## config.mk

```make
export PLATFORM = sky130hd
export DESIGN_NAME = rbsl_top
export DESIGN_NICKNAME = d
export VERILOG_FILES = /design/src/hdl/rbsl_sync.v /design/src/hdl/rbsl_release_timer.v /design/src/hdl/rbsl_top.v
export VERILOG_INCLUDE_DIRS = /design/src /design/src/hdl
export SDC_FILE = /design/constraint.sdc
export NUM_CORES = 1
export LEC_CHECK = 0
export ABC_AREA = 1
export BUFFER_PORTS_ARGS = -buffer_cell sky130_fd_sc_hd__buf_2
export CAP_MARGIN = 30
export CORE_MARGIN = 2
export CORE_UTILIZATION = 55
export CTS_BUF_LIST = sky130_fd_sc_hd__clkbuf_2
export DETAILED_ROUTE_END_ITERATION = 12
export PLACE_DENSITY = 0.79
export REMOVE_ABC_BUFFERS = 1
export SYNTH_ARGS = -nofsm -noshare
export SYNTH_HDL_FRONTEND = slang
export SYNTH_SLANG_ARGS = --single-unit
```

## constraint.sdc

```tcl
create_clock -name clk -period 2 [get_ports clk]
set_clock_uncertainty 0.05 [all_clocks]
set_input_delay 0.1 -clock clk [delete_from_list [all_inputs] [get_ports clk]]
set_output_delay 0.1 -clock clk [all_outputs]
set_load 0.03 [all_outputs]
```

## src/hdl/rbsl_regs.vh

```
// constants of the reset and boot strap latch
`ifndef RBSL_REGS_VH
`define RBSL_REGS_VH
`define RBSL_CLK_HZ          100000000
`define RBSL_RELEASE_MS      200
`define RBSL_RELEASE_CYCLES  (`RBSL_CLK_HZ / 1000 * `RBSL_RELEASE_MS)
`define RBSL_CNT_W           25
`define RBSL_RAILS           3
`define RBSL_PLL_RST         5'h08
`define RBSL_PLL_RATIO_RST   2'h3
`define RBSL_BUSDIV_LOW      4'h4
`define RBSL_BUSDIV_HIGH     4'h8
`define RBSL_MULT_LOW        5'h10
`define RBSL_MULT_HIGH       5'h0c
`define RBSL_VEC_LOW         32'h0000_0100
`define RBSL_VEC_HIGH        32'hfff0_0100
`define RBSL_WAIT_LOW        6'h04
`define RBSL_WAIT_HIGH       6'h30
`define RBSL_ADDR_BITS       5'h19
`define RBSL_WIDTH_LOW       6'h10
`define RBSL_WIDTH_HIGH      6'h20
// strap word field positions
`define RBSL_F_BUSDIV        0
`define RBSL_F_MULT          1
`define RBSL_F_VCO           2
`define RBSL_F_GFX           3
`define RBSL_F_VEC           4
`define RBSL_F_WAIT          5
`define RBSL_F_SWAP          6
`define RBSL_F_WIDTH         7
`define RBSL_F_MUX           8
`define RBSL_F_FLASH         9
`define RBSL_STRAP_W         10
`define RBSL_STRAP_RST       10'h0_1b0
`endif

```

## src/hdl/rbsl_sync.v

```verilog
// two-flop synchroniser for one level
module rbsl_sync #(
    parameter RST_VAL = 1'b0
) (
    input  wire clk,
    input  wire reset,
    input  wire d,
    output wire q
);
    reg s1_r;
    reg s2_r;
    always @(posedge clk) begin
        if (reset) begin
            s1_r <= RST_VAL;
            s2_r <= RST_VAL;
        end else begin
            s1_r <= d;
            s2_r <= s1_r;
        end
    end
    assign q = s2_r;
endmodule

```

## src/hdl/rbsl_release_timer.v

```verilog
// release delay counter, restarts while held
`include "rbsl_regs.vh"
module rbsl_release_timer #(
    parameter RELEASE_CYCLES = `RBSL_RELEASE_CYCLES
) (
    input  wire clk,
    input  wire reset,
    input  wire hold,
    output reg  done
);
    localparam integer           LAST_I = RELEASE_CYCLES - 1;
    // count fits the counter width for the full 200 ms span
    localparam [`RBSL_CNT_W-1:0] LAST = LAST_I[`RBSL_CNT_W-1:0];
    reg [`RBSL_CNT_W-1:0] cnt_r;
    always @(posedge clk) begin
        if (reset || hold) begin
            cnt_r <= {`RBSL_CNT_W{1'b0}};
            done  <= 1'b0;
        end else if (!done) begin
            if (cnt_r == LAST)
                done <= 1'b1;
            else
                cnt_r <= cnt_r + 1'b1;
        end
    end
endmodule

```

## src/hdl/rbsl_top.v

```verilog
// power-on reset sequencer and boot strap latch
// Function
// - reset asserts while any rail low
// - release 200 ms after rails good
// - debug reset is OR of sources
// - manual reset acts like supply fault
// - capture straps at reset rising edge
// - pll straps default give ratio 1:3
// - bus divider four low, eight high
// - multiplier sixteen low, twelve high
// - vco equals or doubles system pll
// - graphics boot when strap high
// - boot vector chosen by strap
// - boot wait 4 or 48 clocks
// - byte lane swap when strap high
// - boot width 16 or 32 bits
// - muxed boot bus when strap high
// - large flash boot when strap high
`include "rbsl_regs.vh"
module rbsl_top #(
    parameter RELEASE_CYCLES = `RBSL_RELEASE_CYCLES
) (
    input  wire                     clk,
    input  wire                     reset,
    input  wire [`RBSL_RAILS-1:0]   rail_good,
    input  wire                     manual_reset_n,
    input  wire                     debug_port_reset_n,
    input  wire [4:0]               core_pll_strap,
    input  wire [`RBSL_STRAP_W-1:0] boot_strap,
    output reg                      power_on_reset_n,
    output reg                      debug_controller_reset_n,
    output reg  [4:0]               core_pll_pick,
    output reg  [1:0]               core_ratio,
    output reg  [3:0]               bus_divider,
    output reg  [4:0]               system_multiplier,
    output reg                      system_multiplier_pick,
    output reg                      vco_doubler_pick,
    output reg                      graphics_boot_pick,
    output reg  [31:0]              boot_vector,
    output reg  [5:0]               boot_wait_states,
    output reg                      boot_lane_swap,
    output reg  [5:0]               boot_data_width,
    output reg  [4:0]               boot_addr_bits,
    output reg                      boot_bus_muxed,
    output reg                      large_flash_boot
);
    wire [`RBSL_RAILS-1:0] rail_s;
    wire                   man_s;
    wire                   dbg_s;
    wire [4:0]             pll_s;
    wire [`RBSL_STRAP_W-1:0] strap_s;
    wire                   timer_done;
    wire                   fault;
    reg                    por_n_d_r;

    // every input except clk and reset is synchronised; straps too, as they ride on shared lines
    genvar i;
    generate
        for (i = 0; i < `RBSL_RAILS; i = i + 1) begin : g_rail
            rbsl_sync #(.RST_VAL(1'b0)) u_s (
                .clk   (clk),
                .reset (reset),
                .d     (rail_good[i]),
                .q     (rail_s[i])
            );
        end
        for (i = 0; i < 5; i = i + 1) begin : g_pll
            rbsl_sync #(.RST_VAL(1'b0)) u_s (
                .clk   (clk),
                .reset (reset),
                .d     (core_pll_strap[i]),
                .q     (pll_s[i])
            );
        end
        for (i = 0; i < `RBSL_STRAP_W; i = i + 1) begin : g_strap
            rbsl_sync #(.RST_VAL(1'b0)) u_s (
                .clk   (clk),
                .reset (reset),
                .d     (boot_strap[i]),
                .q     (strap_s[i])
            );
        end
    endgenerate

    rbsl_sync #(.RST_VAL(1'b0)) u_man (
        .clk   (clk),
        .reset (reset),
        .d     (manual_reset_n),
        .q     (man_s)
    );
    rbsl_sync #(.RST_VAL(1'b0)) u_dbg (
        .clk   (clk),
        .reset (reset),
        .d     (debug_port_reset_n),
        .q     (dbg_s)
    );

    // any bad rail or a held manual button counts as fault
    assign fault = ~(&rail_s) | ~man_s;

    rbsl_release_timer #(.RELEASE_CYCLES(RELEASE_CYCLES)) u_tmr (
        .clk   (clk),
        .reset (reset),
        .hold  (fault),
        .done  (timer_done)
    );

    // release only on a clock edge after the full count; fault drops it on the next clock edge
    always @(posedge clk) begin
        if (reset) begin
            power_on_reset_n         <= 1'b0;
            debug_controller_reset_n <= 1'b0;
            por_n_d_r                <= 1'b0;
        end else begin
            power_on_reset_n <= timer_done & ~fault;
            por_n_d_r        <= power_on_reset_n;
            debug_controller_reset_n <= timer_done & ~fault & dbg_s;
        end
    end

    // straps latched once per reset release; outside parties must not drive
    // the strap lines while reset is low, nothing here can guard against it
    always @(posedge clk) begin
        if (reset) begin
            core_pll_pick          <= `RBSL_PLL_RST;
            core_ratio             <= `RBSL_PLL_RATIO_RST;
            bus_divider            <= `RBSL_BUSDIV_LOW;
            system_multiplier      <= `RBSL_MULT_LOW;
            system_multiplier_pick <= 1'b0;
            vco_doubler_pick       <= 1'b0;
            graphics_boot_pick     <= 1'b0;
            boot_vector            <= `RBSL_VEC_HIGH;
            boot_wait_states       <= `RBSL_WAIT_HIGH;
            boot_lane_swap         <= 1'b0;
            boot_data_width        <= `RBSL_WIDTH_LOW;
            boot_addr_bits         <= `RBSL_ADDR_BITS;
            boot_bus_muxed         <= 1'b1;
            large_flash_boot       <= 1'b0;
        end else if (power_on_reset_n && !por_n_d_r) begin
            core_pll_pick <= pll_s;
            // only the default pattern has a known ratio here
            if (pll_s == `RBSL_PLL_RST)
                core_ratio <= `RBSL_PLL_RATIO_RST;
            else
                core_ratio <= 2'h0;
            bus_divider <= strap_s[`RBSL_F_BUSDIV] ? `RBSL_BUSDIV_HIGH
                                                   : `RBSL_BUSDIV_LOW;
            system_multiplier <= strap_s[`RBSL_F_MULT] ? `RBSL_MULT_HIGH
                                                       : `RBSL_MULT_LOW;
            system_multiplier_pick <= strap_s[`RBSL_F_MULT];
            vco_doubler_pick   <= strap_s[`RBSL_F_VCO];
            graphics_boot_pick <= strap_s[`RBSL_F_GFX];
            boot_vector <= strap_s[`RBSL_F_VEC] ? `RBSL_VEC_HIGH
                                                : `RBSL_VEC_LOW;
            boot_wait_states <= strap_s[`RBSL_F_WAIT] ? `RBSL_WAIT_HIGH
                                                      : `RBSL_WAIT_LOW;
            boot_lane_swap <= strap_s[`RBSL_F_SWAP];
            boot_data_width <= strap_s[`RBSL_F_WIDTH] ? `RBSL_WIDTH_HIGH
                                                      : `RBSL_WIDTH_LOW;
            boot_addr_bits   <= `RBSL_ADDR_BITS;
            boot_bus_muxed   <= strap_s[`RBSL_F_MUX];
            large_flash_boot <= strap_s[`RBSL_F_FLASH];
        end
    end
endmodule

```

==> reports/results.tsv <==
stage	metric	value	unit
run_status	status	complete, no violations	
drt	met1_length	3.49	mm
placement	numPortBuffers	58	
cells_and_area	n_antenna_cell	0	
floorplan	die_area	0.00781	sq mm
drt	route.detailed.drc	0	
timing	finalHoldViolCount	0	
global_route	grt_first_pass_wirelength	13.8	mm
synth	ys_ff_latch	89	
global_route	grt_max_degree	27	
critical_path	cp-end-kind	register	
critical_path	cp_slowest_cell	dfxtp_1	
timing	tightest_slew	664	ps
drt	drt-vias-per-instance	4.74	
drt	dr.max_layer_used	met4	
clocking	cts_tree	built	
critical_path	worstPathRequired	2370	ps
critical_path	crit_chain	ha_1 > nand3_2 > inv_2 > nand2_4 > nor2_4 > nand2_4 > nand2_2 > buf_4 > nand2_1 > a21oi_1	
hold_path	hold_path_startpoint	manual_reset_n	
floorplan	start_util	57.3	%
drt	ant_nets	0	
critical_path	cpPeakStageDelay	440	ps
global_route	grt_pass1_vias	3186	
drt	wl_met3	466	um
drt	drt_iter0_markers	240	
floorplan	die_h	88.4	um
job	max-cap-violations	0	
critical_path	crit_start	u_tmr.cnt_r[0]	
global_route	antenna_found_initial	0	
floorplan	die_width	88.4	um
drt	wl_per_cell	11.6	um
timing	period_needed	1730	ps
critical_path	worstPathMaxFanout	11	
hold_path	hp-class	input port to register	
critical_path	worst_setup_path_start_kind	register	
drt	dr.pass1.iters	5	
power	vdd_drop_max	498	uV
clocking	root_buffer	clkbuf_2	
timing	slew_violations	0	
cells_and_area	drive_gt1_share	14.9	%
synth	yosys.cell_types.count	32	
floorplan	fp-row-count	30	
clocking	post_cts_resized	0	
synth	postSynthAreaPerCell	7.33	sq um
placement	gp_congestion	0.948	
power	power_density	644	mW/mm^2
global_route	grt_overflow	0	
critical_path	crit_top_cell	nand2_4	
cells_and_area	layout.nets	644	
timing	fin_crit_sh	86.7	%
floorplan	fp.coreArea	0.00683	sq mm
power	power_leakage	2.06	nW
synth	synth_cells	534	
cells_and_area	fill_cells	539	
timing	fmax	577	MHz
placement	hpwl	5.19	mm
clocking	htree_levels	3	
clocking	cts_sinks	89	
clocking	cts_inserted_buffers	9	
synth	ys_seq_area_share	45.5	%
timing	slew_headroom	55.7	%
power	power.total	0.00296	W
drt	wl_met2	4.17	mm
placement	dpl-instance-area	0.00409	sq mm
critical_path	worstSetupPathType	register to register	
clocking	cts_buffer_depth	2	
floorplan	io_pins	95	
clocking	clkTransAtPathRegs	190	ps
critical_path	timing.rr.start	u_tmr.cnt_r[0]	
timing	setup_viol	0	
drt	vias	3416	
critical_path	path_delay_family	simple AND/OR/NAND/NOR gates	
cells_and_area	design_area	0.00460	sq mm
global_route	groute.usage.overall	22.6	%
timing	hold_slack	318	ps
critical_path	cp_num_buf_inv	2	
drt	postRouteWirelength	8.38	mm
critical_path	cp.arrival	2110	ps
cells_and_area	syn_to_final_growth	17.3	%
clocking	clk_latency	530	ps
timing	rsz0062_at_grt	no	
synth	synth.yosys.warnings	0	
synth	syn-cell-area	0.00392	sq mm
==> cell usage after synthesis, drive strengths merged <==
master,n,area (sq um)
nor2,108,430
nand2,102,400
dfxtp,89,1780
inv,68,255
buf,55,415
nand3,30,155
a21oi,25,129
o21ai,13,65.1
clkbuf,11,41.3
nand4,8,50.1
xor2,7,61.3
xnor2,6,52.6
conb,2,7.51
nand3b,2,15.0
a211oi,1,7.51
a21o,1,7.51
and3,1,6.26
clkinv,1,3.75
ha,1,12.5
nor3,1,5.00
o211ai,1,7.51
or2,1,6.26
==> timing repair <==
item,4_1_cts,5_1_grt
hold buffers,40,0
endpoints found under the hold margin,48,0
setup buffers,0,0
==> power by group <==
part / internal, W / total (W) / switching, W / leakage [nW]
logic: 0.0000826 / 0.000235 / 0.000152 / 1.26
registers: 0.00182 / 0.00183 / 0.00000961 / 0.726
clock network: 0.000290 / 0.000898 / 0.000608 / 0.0706
total: 0.00219 / 0.00296 / 0.000770 / 2.06
==> final timing paths <==
kind,cells after the start,endpoint,slack [ps]
setup / recovery,10,u_tmr.cnt_r[9],270
hold / removal,4,u_man.s1_r,320
setup reg to reg,10,u_tmr.cnt_r[9],270
hold reg to reg,2,u_dbg.q,340
==> flip-flops by register name (all words and copies together) (netlist names), 2 cells and up <==
register,cells
u_tmr.cnt_r,25
g_strap.u_s.q,10
g_strap.u_s.s1_r,10
core_pll_pick,5
g_pll.u_s.q,5
g_pll.u_s.s1_r,5
g_rail.u_s.q,3
g_rail.u_s.s1_r,3
boot_data_width,2
boot_wait_states,2
bus_divider,2
system_multiplier,2
==> per-layer routing <==
layer,track usage (%),vias up
li1,-,1715
met1,25.9,1527
met2,40.4,148
met3,4.48,26
met4,10.7,0
met5,0,-
==> cell type report <==
type                            instances  area (sq um)  share of cell area [%]
Sequential cell                        89          1780                    38.8
Multi-Input combinational cell        344          1550                    33.7
Timing Repair Buffer                  108           778                    16.9
Inverter                               69           259                    5.64
Tap cell                               96           120                    2.61
Clock inverter                          6          65.1                    1.42
Clock buffer                            9          45.0                   0.980
==> layout by cell type, fill, tap and decap left out, types with 2 or more instances in the layout <==
cell	n
a21oi_1	24
buf_2	58
buf_4	9
clkbuf_2	9
clkinv_1	2
conb_1	36
dfxtp_1	89
dlygate4sd3_1	40
inv_1	67
inv_6	3
nand2_1	99
nand2_4	2
nand3_1	29
nand3b_1	2
nand4_1	8
nor2_1	104
nor2_4	3
o21ai_0	12
xnor2_1	6
xor2_1	7
==> tightest hold or removal path: cells and delay by family <==
kind,cells,cell delay (ps)
AND/OR/NAND/NOR,1,30
buffers and inverters,3,700
==> stage by stage <==
stage | cells | util, % | setup TNS, ps | setup slack, ps
after floorplan | 502 | - | -9970 | -973
final | 721 | 67.3 | 0 | 266
after CTS | 721 | 67.3 | 0 | 266
after global placement | 666 | 59.8 | 0 | 337
after global routing | 721 | 67.3 | 0 | 113
after detailed placement | 666 | 59.8 | 0 | 297
==> logic make-up after synthesis <==
kind of cell | share of synthesized area, %
compound gates | 5.53
xor+xnor | 2.91
fa+ha+maj | 0.319
buf+inv | 18.3
flops | 45.5
other cells | 0.192
simple gates | 27.3
Note: power is estimated with default switching activity, not from simulation.
